==> src/lrp_pkg.sv <==
// Purpose: Shared constants and carriers for the LCD reset/power-state block
// Assumes: Commands arrive already decoded into bytes on the core clock
// Notes:   Command byte codes are held here so decode and checks agree
package lrp_pkg;

    // ------------------------------------------------------------------
    // Command codes and masks
    // ------------------------------------------------------------------
    localparam logic [7:0] LRP_CMD_DISP_OFF  = 8'hAE; // Display off
    localparam logic [7:0] LRP_CMD_DISP_ON   = 8'hAF; // Display on
    localparam logic [7:0] LRP_CMD_NORMAL    = 8'hA6; // Polarity normal
    localparam logic [7:0] LRP_CMD_REVERSE   = 8'hA7; // Polarity reversed
    localparam logic [7:0] LRP_CMD_ALL_OFF   = 8'hA4; // All points normal
    localparam logic [7:0] LRP_CMD_ALL_ON    = 8'hA5; // All points on
    localparam logic [7:0] LRP_CMD_SEG_NORM  = 8'hA0; // Segment normal
    localparam logic [7:0] LRP_CMD_SEG_REV   = 8'hA1; // Segment reversed
    localparam logic [7:0] LRP_CMD_BIAS_5    = 8'hA2; // Bias one-fifth
    localparam logic [7:0] LRP_CMD_BIAS_6    = 8'hA3; // Bias one-sixth
    localparam logic [7:0] LRP_CMD_RMW       = 8'hE0; // Read-modify-write
    localparam logic [7:0] LRP_CMD_END       = 8'hEE; // End RMW
    localparam logic [7:0] LRP_CMD_RESET     = 8'hE2; // Soft reset
    localparam logic [7:0] LRP_CMD_NL_CANCEL = 8'hE4; // Cancel n-line inv
    localparam logic [7:0] LRP_MSK_HI5       = 8'hF8; // Top five bits
    localparam logic [7:0] LRP_MSK_HI4       = 8'hF0; // Top four bits
    localparam logic [7:0] LRP_MSK_HI3       = 8'hE0; // Top three bits
    localparam logic [7:0] LRP_CMD_PWR       = 8'h28; // Power control base
    localparam logic [7:0] LRP_CMD_RATIO     = 8'h20; // Resistor ratio base
    localparam logic [7:0] LRP_CMD_NL_SET    = 8'h30; // n-line inversion set
    localparam logic [7:0] LRP_CMD_COL_LO    = 8'h00; // Column low nibble
    localparam logic [7:0] LRP_CMD_COL_HI    = 8'h10; // Column high bits
    localparam logic [7:0] LRP_CMD_LINE      = 8'h40; // Start line base
    localparam logic [7:0] LRP_CMD_VOL       = 8'h80; // Electronic volume
    localparam logic [7:0] LRP_CMD_PAGE      = 8'hB0; // Page base
    localparam logic [7:0] LRP_CMD_COM       = 8'hC0; // Common direction
    localparam logic [7:0] LRP_CMD_TEST      = 8'hF0; // Test mode entry

    // ------------------------------------------------------------------
    // Reset values and limits
    // ------------------------------------------------------------------
    localparam logic [2:0] LRP_PWR_RST       = 3'h0;
    localparam logic [2:0] LRP_RATIO_RST     = 3'h0;
    localparam logic [2:0] LRP_RATIO_EXT     = 3'h7; // External divider
    localparam logic [4:0] LRP_VOL_RST       = 5'h10;
    localparam logic [6:0] LRP_COL_LAST      = 7'h65;
    localparam logic [2:0] LRP_PAGE_LAST     = 3'h3;
    localparam int         LRP_PWR_BOOST     = 2;
    localparam int         LRP_PWR_REG       = 1;
    localparam int         LRP_PWR_FOLLOW    = 0;

    // Decoded command strobe from the host port, same clock
    typedef struct packed {
        logic       valid;
        logic [7:0] code;
    } lrp_cmd_s;

    // Display-memory access strobes used for address stepping
    typedef struct packed {
        logic wr;
        logic rd;
    } lrp_mem_s;

    // Complete visible state of the block
    typedef struct packed {
        logic       disp_on;
        logic       all_on;
        logic       reverse;
        logic       power_save;
        logic       osc_en;
        logic [2:0] supply_en;
        logic       bias_sixth;
        logic [2:0] page;
        logic [6:0] column;
        logic [4:0] start_line;
        logic       seg_rev;
        logic       com_rev;
        logic       nline_en;
        logic       rmw;
        logic       test_mode;
        logic [2:0] pwr_ctl;
        logic [2:0] ratio;
        logic [4:0] volume;
        logic       int_div_en;
        logic       ext_fb_en;
        logic       drv_ground;
    } lrp_state_s;

    // Drive-level numerators over the bias denominator, V1..V4
    typedef logic [11:0] lrp_levels_t;

endpackage

==> src/lrp_core.sv <==
// Purpose: Reset, power-save and supply-control state of the LCD controller
// Assumes: Host port delivers command bytes as one-cycle strobes on ref_clk
// Notes:   Display memory lives elsewhere; this block never writes it
//
// What this block does
// - Bias selectable one-fifth or one-sixth, levels follow.
// - Pin or command reset clears serial shifter.
// - Reset enters power save, stops oscillator, supply.
// - Reset: display off, all-on, normal, outputs grounded.
// - Reset zeroes page, column, start line.
// - Reset restores segment and common directions.
// - Reset cancels inversion, RMW and test mode.
// - Reset clears power and ratio settings.
// - Reset loads electronic volume with binary 10000.
// - Reset leaves display memory untouched.
// - Discharge shorts only while reset pin low or block reset asserted.
// - Feedback input active only with external divider.
// - Power bits: booster, regulator, follower enables.
// - Ratio 111 deselects the internal divider.
// - Display off with all-on enters power save.
`timescale 1ns/1ps
module lrp_core
    import lrp_pkg::*;
(
    input  wire logic        ref_clk,      // 50 MHz core clock
    input  wire logic        reset,        // Async, active high
    input  wire logic        init_low_pin, // Reset pin, active low, async
    input  wire lrp_cmd_s    cmd,          // Command byte strobe
    input  wire lrp_mem_s    mem,          // Memory access strobes
    output lrp_state_s       state,        // Registered device state
    output lrp_levels_t      levels,       // V1..V4 numerators
    output logic             serial_clear, // Clears serial shifter
    output logic             discharge     // Closes discharge shorts
);

    // ------------------------------------------------------------------
    // Pin synchroniser
    // ------------------------------------------------------------------
    logic       pin_meta_reg;    // First stage, read only by second
    logic       pin_sync_reg;    // Safe level of the reset pin
    logic       pin_low;         // Pin currently asserted

    // Two flops: the pin is asynchronous to ref_clk
    always_ff @(posedge ref_clk or posedge reset) begin
        if (reset) begin
            pin_meta_reg <= 1'b0;
            pin_sync_reg <= 1'b0;
        end else begin
            pin_meta_reg <= init_low_pin;
            pin_sync_reg <= pin_meta_reg;
        end
    end
    assign pin_low = ~pin_sync_reg;

    // ------------------------------------------------------------------
    // Helpers
    // ------------------------------------------------------------------
    // Match a byte against a base under a mask
    function automatic logic hit(input logic [7:0] code,
                                 input logic [7:0] base,
                                 input logic [7:0] msk);
        hit = (code & msk) == base;
    endfunction

    // Intermediate drive levels as numerators over 5 or 6
    function automatic lrp_levels_t bias_levels(input logic sixth);
        bias_levels = sixth ? {3'h5, 3'h4, 3'h2, 3'h1}
                            : {3'h4, 3'h3, 3'h2, 3'h1};
    endfunction

    // ------------------------------------------------------------------
    // State registers
    // ------------------------------------------------------------------
    lrp_state_s  st_reg;          // Current state
    lrp_state_s  st_next;         // Next state
    logic [6:0]  col_save_reg;    // Column saved at RMW entry
    logic [6:0]  col_save_next;
    lrp_levels_t lev_reg;         // Drive level numerators
    logic        sclr_reg;        // Serial clear pulse
    logic        dis_reg;         // Discharge level
    logic        do_init;         // Pin or command reset this cycle
    logic        c_hit;           // Command strobe shorthand

    // Reset image shared by the async reset and both init sources
    function automatic lrp_state_s init_state();
        lrp_state_s s;
        s            = '0;
        s.disp_on    = 1'b0;
        s.all_on     = 1'b1;
        s.reverse    = 1'b0;
        s.power_save = 1'b1;
        s.osc_en     = 1'b0;
        s.supply_en  = 3'h0;
        s.page       = 3'h0;
        s.column     = 7'h00;
        s.start_line = 5'h00;
        s.seg_rev    = 1'b0;
        s.com_rev    = 1'b0;
        s.nline_en   = 1'b0;
        s.rmw        = 1'b0;
        s.test_mode  = 1'b0;
        s.pwr_ctl    = LRP_PWR_RST;
        s.ratio      = LRP_RATIO_RST;
        s.volume     = LRP_VOL_RST;
        s.int_div_en = 1'b1;
        s.ext_fb_en  = 1'b0;
        s.drv_ground = 1'b1;
        init_state   = s;
    endfunction

    assign c_hit   = cmd.valid & ~pin_low;
    // Command reset acts like the pin except for the discharge shorts
    assign do_init = pin_low | (c_hit & (cmd.code == LRP_CMD_RESET));

    // Next-state: decode commands, step addresses, derive outputs
    always_comb begin
        st_next       = st_reg;
        col_save_next = col_save_reg;
        if (do_init) begin
            // Only control state is reloaded; memory contents stay put
            st_next = init_state();
        end else begin
            if (c_hit) begin
                // Display, polarity, segment, bias and inversion commands
                if (cmd.code == LRP_CMD_DISP_OFF)  st_next.disp_on = 1'b0;
                if (cmd.code == LRP_CMD_DISP_ON)   st_next.disp_on = 1'b1;
                if (cmd.code == LRP_CMD_NORMAL)    st_next.reverse = 1'b0;
                if (cmd.code == LRP_CMD_REVERSE)   st_next.reverse = 1'b1;
                if (cmd.code == LRP_CMD_ALL_OFF)   st_next.all_on  = 1'b0;
                if (cmd.code == LRP_CMD_ALL_ON)    st_next.all_on  = 1'b1;
                if (cmd.code == LRP_CMD_SEG_NORM)  st_next.seg_rev = 1'b0;
                if (cmd.code == LRP_CMD_SEG_REV)   st_next.seg_rev = 1'b1;
                if (cmd.code == LRP_CMD_BIAS_5)    st_next.bias_sixth = 1'b0;
                if (cmd.code == LRP_CMD_BIAS_6)    st_next.bias_sixth = 1'b1;
                if (cmd.code == LRP_CMD_NL_CANCEL) st_next.nline_en = 1'b0;
                // Power stage bits map straight to the three stages
                if (hit(cmd.code, LRP_CMD_PWR, LRP_MSK_HI5))
                    st_next.pwr_ctl = cmd.code[2:0];
                if (hit(cmd.code, LRP_CMD_RATIO, LRP_MSK_HI5))
                    st_next.ratio = cmd.code[2:0];
                if (hit(cmd.code, LRP_CMD_NL_SET, LRP_MSK_HI4))
                    st_next.nline_en = 1'b1;
                if (hit(cmd.code, LRP_CMD_VOL, LRP_MSK_HI3))
                    st_next.volume = cmd.code[4:0];
                if (hit(cmd.code, LRP_CMD_LINE, LRP_MSK_HI3))
                    st_next.start_line = cmd.code[4:0];
                if (hit(cmd.code, LRP_CMD_PAGE, LRP_MSK_HI5))
                    st_next.page = cmd.code[2:0];
                if (hit(cmd.code, LRP_CMD_COM, LRP_MSK_HI4))
                    st_next.com_rev = cmd.code[3];
                if (hit(cmd.code, LRP_CMD_TEST, LRP_MSK_HI4))
                    st_next.test_mode = 1'b1;
                // Column set is ignored inside read-modify-write
                if (!st_reg.rmw &&
                    hit(cmd.code, LRP_CMD_COL_LO, LRP_MSK_HI4))
                    st_next.column[3:0] = cmd.code[3:0];
                if (!st_reg.rmw &&
                    hit(cmd.code, LRP_CMD_COL_HI, LRP_MSK_HI5))
                    st_next.column[6:4] = cmd.code[2:0];
                if (cmd.code == LRP_CMD_RMW && !st_reg.rmw) begin
                    st_next.rmw   = 1'b1;
                    col_save_next = st_reg.column;
                end
                if (cmd.code == LRP_CMD_END && st_reg.rmw) begin
                    st_next.rmw    = 1'b0;
                    st_next.column = col_save_reg;
                end
            end else if (mem.wr || (mem.rd && !st_reg.rmw)) begin
                // Reads do not step the column during read-modify-write
                if (st_reg.column == LRP_COL_LAST) begin
                    st_next.column = 7'h00;
                    st_next.page   = (st_reg.page == LRP_PAGE_LAST) ?
                                     3'h0 : 3'(st_reg.page + 3'h1);
                end else begin
                    st_next.column = 7'(st_reg.column + 7'h01);
                end
            end
            // Power save whichever of the two commands came last
            st_next.power_save = ~st_next.disp_on & st_next.all_on;
            // Power save forces the supply off; the stored setting is
            // reapplied as soon as either condition is withdrawn
            st_next.osc_en     = ~st_next.power_save;
            st_next.supply_en  = st_next.power_save ? 3'h0
                                                    : st_next.pwr_ctl;
            st_next.int_div_en = st_next.ratio != LRP_RATIO_EXT;
            st_next.ext_fb_en  = st_next.ratio == LRP_RATIO_EXT;
            st_next.drv_ground = ~st_next.disp_on;
        end
    end

    // Register the state; outputs come straight from these flops
    always_ff @(posedge ref_clk or posedge reset) begin
        if (reset) begin
            st_reg       <= init_state();
            col_save_reg <= 7'h00;
            lev_reg      <= bias_levels(1'b0);
            sclr_reg     <= 1'b1;
            dis_reg      <= 1'b1;
        end else begin
            st_reg       <= st_next;
            col_save_reg <= col_save_next;
            lev_reg      <= bias_levels(st_next.bias_sixth);
            sclr_reg     <= do_init;
            dis_reg      <= pin_low;
        end
    end

    assign state        = st_reg;
    assign levels       = lev_reg;
    assign serial_clear = sclr_reg;
    assign discharge    = dis_reg;
endmodule

==> config.mk <==
export PLATFORM = sky130hd
export DESIGN_NAME = lrp_core
export DESIGN_NICKNAME = d
export VERILOG_FILES = /design/src/lrp_pkg.sv /design/src/lrp_core.sv
export SDC_FILE = /design/constraint.sdc
export NUM_CORES = 1
export LEC_CHECK = 0
export BUFFER_PORTS_ARGS = -buffer_cell sky130_fd_sc_hd__clkbuf_2
export CORE_MARGIN = 1.5
export CORE_UTILIZATION = 35
export CTS_BUF_LIST = sky130_fd_sc_hd__clkbuf_16
export DETAILED_ROUTE_END_ITERATION = 7
export PLACE_DENSITY_LB_ADDON = 0.1
export REMOVE_ABC_BUFFERS = 1
export SETUP_SLACK_MARGIN = 0.05
export SLEW_MARGIN = 0
export SYNTH_ARGS = -nofsm -noshare
export SYNTH_HDL_FRONTEND = slang
export SYNTH_SLANG_ARGS = --single-unit
export TNS_END_PERCENT = 10
==> constraint.sdc <==
create_clock -name ref_clk -period 2.57 [get_ports ref_clk]
set_clock_uncertainty 0.2 [all_clocks]
set_input_delay 0.257 -clock ref_clk [delete_from_list [all_inputs] [get_ports ref_clk]]
set_output_delay 0.257 -clock ref_clk [all_outputs]
set_load 0.05 [all_outputs]
==> flow_summary.rst <==
.. list-table::
   :header-rows: 1

   * - Metric
     - Value
   * - Vertical die dimension
     - 94.0 um
   * - Inserted Clock Buffers
     - 5
   * - Cell Count, Final, Fillers Out
     - about 450
   * - Seq cells post-synth
     - 55
   * - Final Net Count
     - roughly 370
   * - Startpoint of the worst register-to-register path
     - state[25]$_DFFE_PP0P_
   * - Buffer depth of the longest clock path
     - 2
   * - Post-placement worst setup slack
     - around 0.20 ns
   * - Classification of the worst setup path
     - reg -> reg
   * - Total gr overflow
     - 0
   * - Maximum number of pins on one net before global-route repair
     - 32
   * - Clock tree from TritonCTS
     - yes
   * - Ratio of total power to cell area
     - between 500 and 600 nW/um^2
   * - Detailed-routing iteration count for the pre-antenna-repair pass
     - 5
   * - Global-route wire length before repair
     - about 12,000 um
   * - Most frequent cell after synthesis
     - sky130_fd_sc_hd__dfrtp_1
   * - PortBufs
     - just over 60
   * - Largest cells by area after synthesis
     - sky130_fd_sc_hd__dfrtp_1 (41%), sky130_fd_sc_hd__dfstp_2 (7.3%), sky130_fd_sc_hd__mux2_2 (5.1%)
   * - Post-CTS setup buffer count
     - 0
   * - RSZ-0062 raised after global routing
     - no
   * - Root buf cell
     - sky130_fd_sc_hd__clkbuf_16
   * - Yosys warning count
     - 0
   * - Post-route clock period utilization
     - ~84%
   * - Proportion of layout cells with a drive suffix above 1
     - ~33%
   * - Aggregate routed wire length
     - between 7000 and 8000 um
   * - Highest-delay cell along the critical path
     - sky130_fd_sc_hd__dfrtp_1
   * - Crit path launch type
     - register
   * - Final antenna-violating net count
     - 0
   * - Core region area
     - a little under 8000 sq um
   * - Routed via count divided by cell count
     - 5.16
   * - Measured slew at the worst slew-check pin
     - around 0.56 ns
   * - Number of placed instances, taps included
     - between 400 and 500
   * - Count of flip-flops with a built-in enable after synthesis
     - 0
   * - Hold Crit Start
     - pin_meta_reg$_DFF_PP0_
   * - Clk slew on worst S/H paths
     - 0.07 ns
   * - Number of buffer and inverter instances along the worst setup path
     - 2
   * - Multi-input gate area in the final layout
     - around 1300 sq um
   * - Critical Path Fanout Max
     - 4
   * - Full die area
     - about 8800 sq um
   * - Vias
     - roughly 2,300
   * - Cell breakdown of the critical path
     - inv_1 > ha_1 > nand2_1 > o41a_1 > buf_4 > a221o_1 > mux2_2
   * - Most used DFF post-synth
     - sky130_fd_sc_hd__dfrtp_1
   * - Seq/Total Area, Yosys
     - a little under half
   * - Number of failing hold endpoints at the final stage
     - 0
   * - Dpl hpwl
     - around 5700 um
   * - Area share of the leading cell type in the synthesized netlist
     - between 40% and 50%
   * - Worst slew margin relative to its limit
     - 62.2%
   * - Vias in the first global route
     - around 2,200
   * - Delay-heaviest family, CP
     - compound AO/OA/AOI/OAI gates
   * - Final weighted congestion of routability-driven global placement
     - ~0.92
   * - Routed WL per cell
     - approximately 16 um
   * - Power consumption
     - 1.97 mW
   * - Number of gates given a new drive strength after cts
     - 0
   * - Type of destination of the critical path
     - register
   * - All-layer global routing usage
     - around 18%
   * - Library cells used by synthesis
     - 53
   * - Number of diodes added for antenna fixing
     - 0
   * - Count of standard-cell rows
     - 32
   * - Sink Count
     - 55
   * - Worst path required time
     - 2.54 ns
   * - Final-report setup violation count
     - 0
   * - Post-Route Setup TNS
     - 0 ns
   * - List of most frequent post-synthesis cells
     - sky130_fd_sc_hd__dfrtp_1 (47), sky130_fd_sc_hd__nand2_1 (25), sky130_fd_sc_hd__nor2_1 (24), sky130_fd_sc_hd__inv_1 (16)
   * - Max FFs per register
     - 42
   * - Seq. cell area
     - between 1000 and 1500 sq um
   * - Detailed-route DRC error count
     - 0
   * - Pleak
     - around 1.7 nW
   * - Average instance area after synthesis
     - around 10 sq um
   * - Die X-Extent
     - approximately 94 um
   * - Min setup slack post-route
     - between 0.4 and 0.5 ns
   * - Critical path origin
     - state[25]$_DFFE_PP0P_
   * - Cell type with the highest aggregate area in the netlist
     - sky130_fd_sc_hd__dfrtp_1
   * - Clock latency on the worst-skew pair
     - 0.29 ns
   * - Final critical delay including setup and external delays
     - 2.16 ns
   * - Num ports
     - a little over 70
   * - Number of standard cells after synthesis
     - around 290
   * - Worst ir drop on vdd
     - roughly 0.25 mV
   * - Critical Path AT
     - between 2 and 2.5 ns
   * - Post-layout utilization of the core
     - between 40% and 50%
   * - Netlist Area Pre-Place
     - just under 3000 sq um
   * - Initial Util
     - between 30 and 40%
   * - Initial antenna violation count
     - 0
   * - Depth of the CTS H-tree
     - 2
   * - Worst hold-check path type
     - reg -> reg
   * - Number of buffers added to fix hold violations after cts
     - 2
   * - Largest incremental delay on the critical path
     - 0.41 ns
   * - Max frequency
     - between 0.4 and 0.5 GHz
   * - Max capacitance violation total
     - 0
   * - Layout-stage area growth over the synthesis result
     - 19.8%
   * - Number of DRC markers in iteration 0
     - about 150
   * - Number of fill cells
     - ~790
   * - Share of flip-flops with an asynchronous set or reset after synthesis
     - 100%
   * - Outcome
     - completed
   * - Max-slew violation count
     - 0
-- kinds of logic after synthesis --
kind of cell / after synthesis / share of synthesized area (%)
buffers and inverters: 47 / 8.55
AOI/OAI and AO/OA: 43 / 10.8
and+or+nand+nor: 103 / 18.4
DFF: 55 / 47.9
other: 2 / 0.259
xor gates and xnor gates: 4 / 1.21
adders and majority gates: 3 / 1.30
muxes: 30 / 11.6
-- report_power, final --
| part | internal, mW | switching, mW |
|---|---|---|
| Sequential | 0.900 | 0.0287 |
| Clock | 0.353 | 0.295 |
| Combinational | 0.108 | 0.280 |
-- per-stage QoR --
step / hold slack (ns) / instance area [sq um]
final: 0.156 / 3470
after floorplan: 0.0884 / 2740
after global placement: 0.130 / 3310
after CTS: 0.163 / 3470
after detailed placement: 0.132 / 3310
after global routing: 0.164 / 3470
-- worst reg2reg max path: stages, from the launching register on --
cell,delay (ns)
sky130_fd_sc_hd__dfrtp_1,0.41
sky130_fd_sc_hd__inv_1,0.12
sky130_fd_sc_hd__ha_1,0.15
sky130_fd_sc_hd__nand2_1,0.07
sky130_fd_sc_hd__o41a_1,0.34
sky130_fd_sc_hd__buf_4,0.16
sky130_fd_sc_hd__a221o_1,0.33
sky130_fd_sc_hd__mux2_2,0.27
-- area by class of cell --
class / instances / share of cell area [%]
Sequential cell: 55 / 39.9
Multi-Input combinational cell: 191 / 37.0
Timing Repair Buffer: 81 / 13.6
Tap cell: 102 / 3.68
Clock buffer: 5 / 3.60
Inverter: 17 / 1.84
Clock inverter: 3 / 0.360
-- per-layer routing --
layer  up-vias  track usage, %  wire length, um
met5         -               0                0
met4         0            5.72              151
met3        13            3.88              441
met2        76            26.9             3500
met1      1151            24.7             3320
li1       1102               -                -
-- path summary, 6_finish.rpt --
check	to	slack [ns]	cells past startpoint
min reg2reg	pin_sync_reg$_DFF_PP0_	0.16	0
min in group asynchronous	state[3]$_DFFE_PP0P_	0.36	3
max	state[26]$_DFFE_PP0P_	0.41	7
min	pin_sync_reg$_DFF_PP0_	0.16	0
max reg2reg	state[26]$_DFFE_PP0P_	0.41	7
max in group asynchronous	state[2]$_DFF_PP1_	1.18	4
-- layout by cell type, fill, tap and decap left out, types with 12 or more instances in the layout --
| master | synthesis | final |
|---|---|---|
| sky130_fd_sc_hd__nand3_1 | 12 | 12 |
| sky130_fd_sc_hd__mux2_2 | 13 | 13 |
| sky130_fd_sc_hd__clkbuf_2 | 0 | 62 |
| sky130_fd_sc_hd__inv_1 | 16 | 16 |
| sky130_fd_sc_hd__dfrtp_1 | 47 | 47 |
| sky130_fd_sc_hd__o21ai_0 | 13 | 13 |
| sky130_fd_sc_hd__nor2_1 | 24 | 24 |
| sky130_fd_sc_hd__buf_4 | 11 | 16 |
| sky130_fd_sc_hd__nand2_1 | 25 | 25 |
| sky130_fd_sc_hd__mux2i_1 | 13 | 13 |
Power figures use the tool's default switching activity.
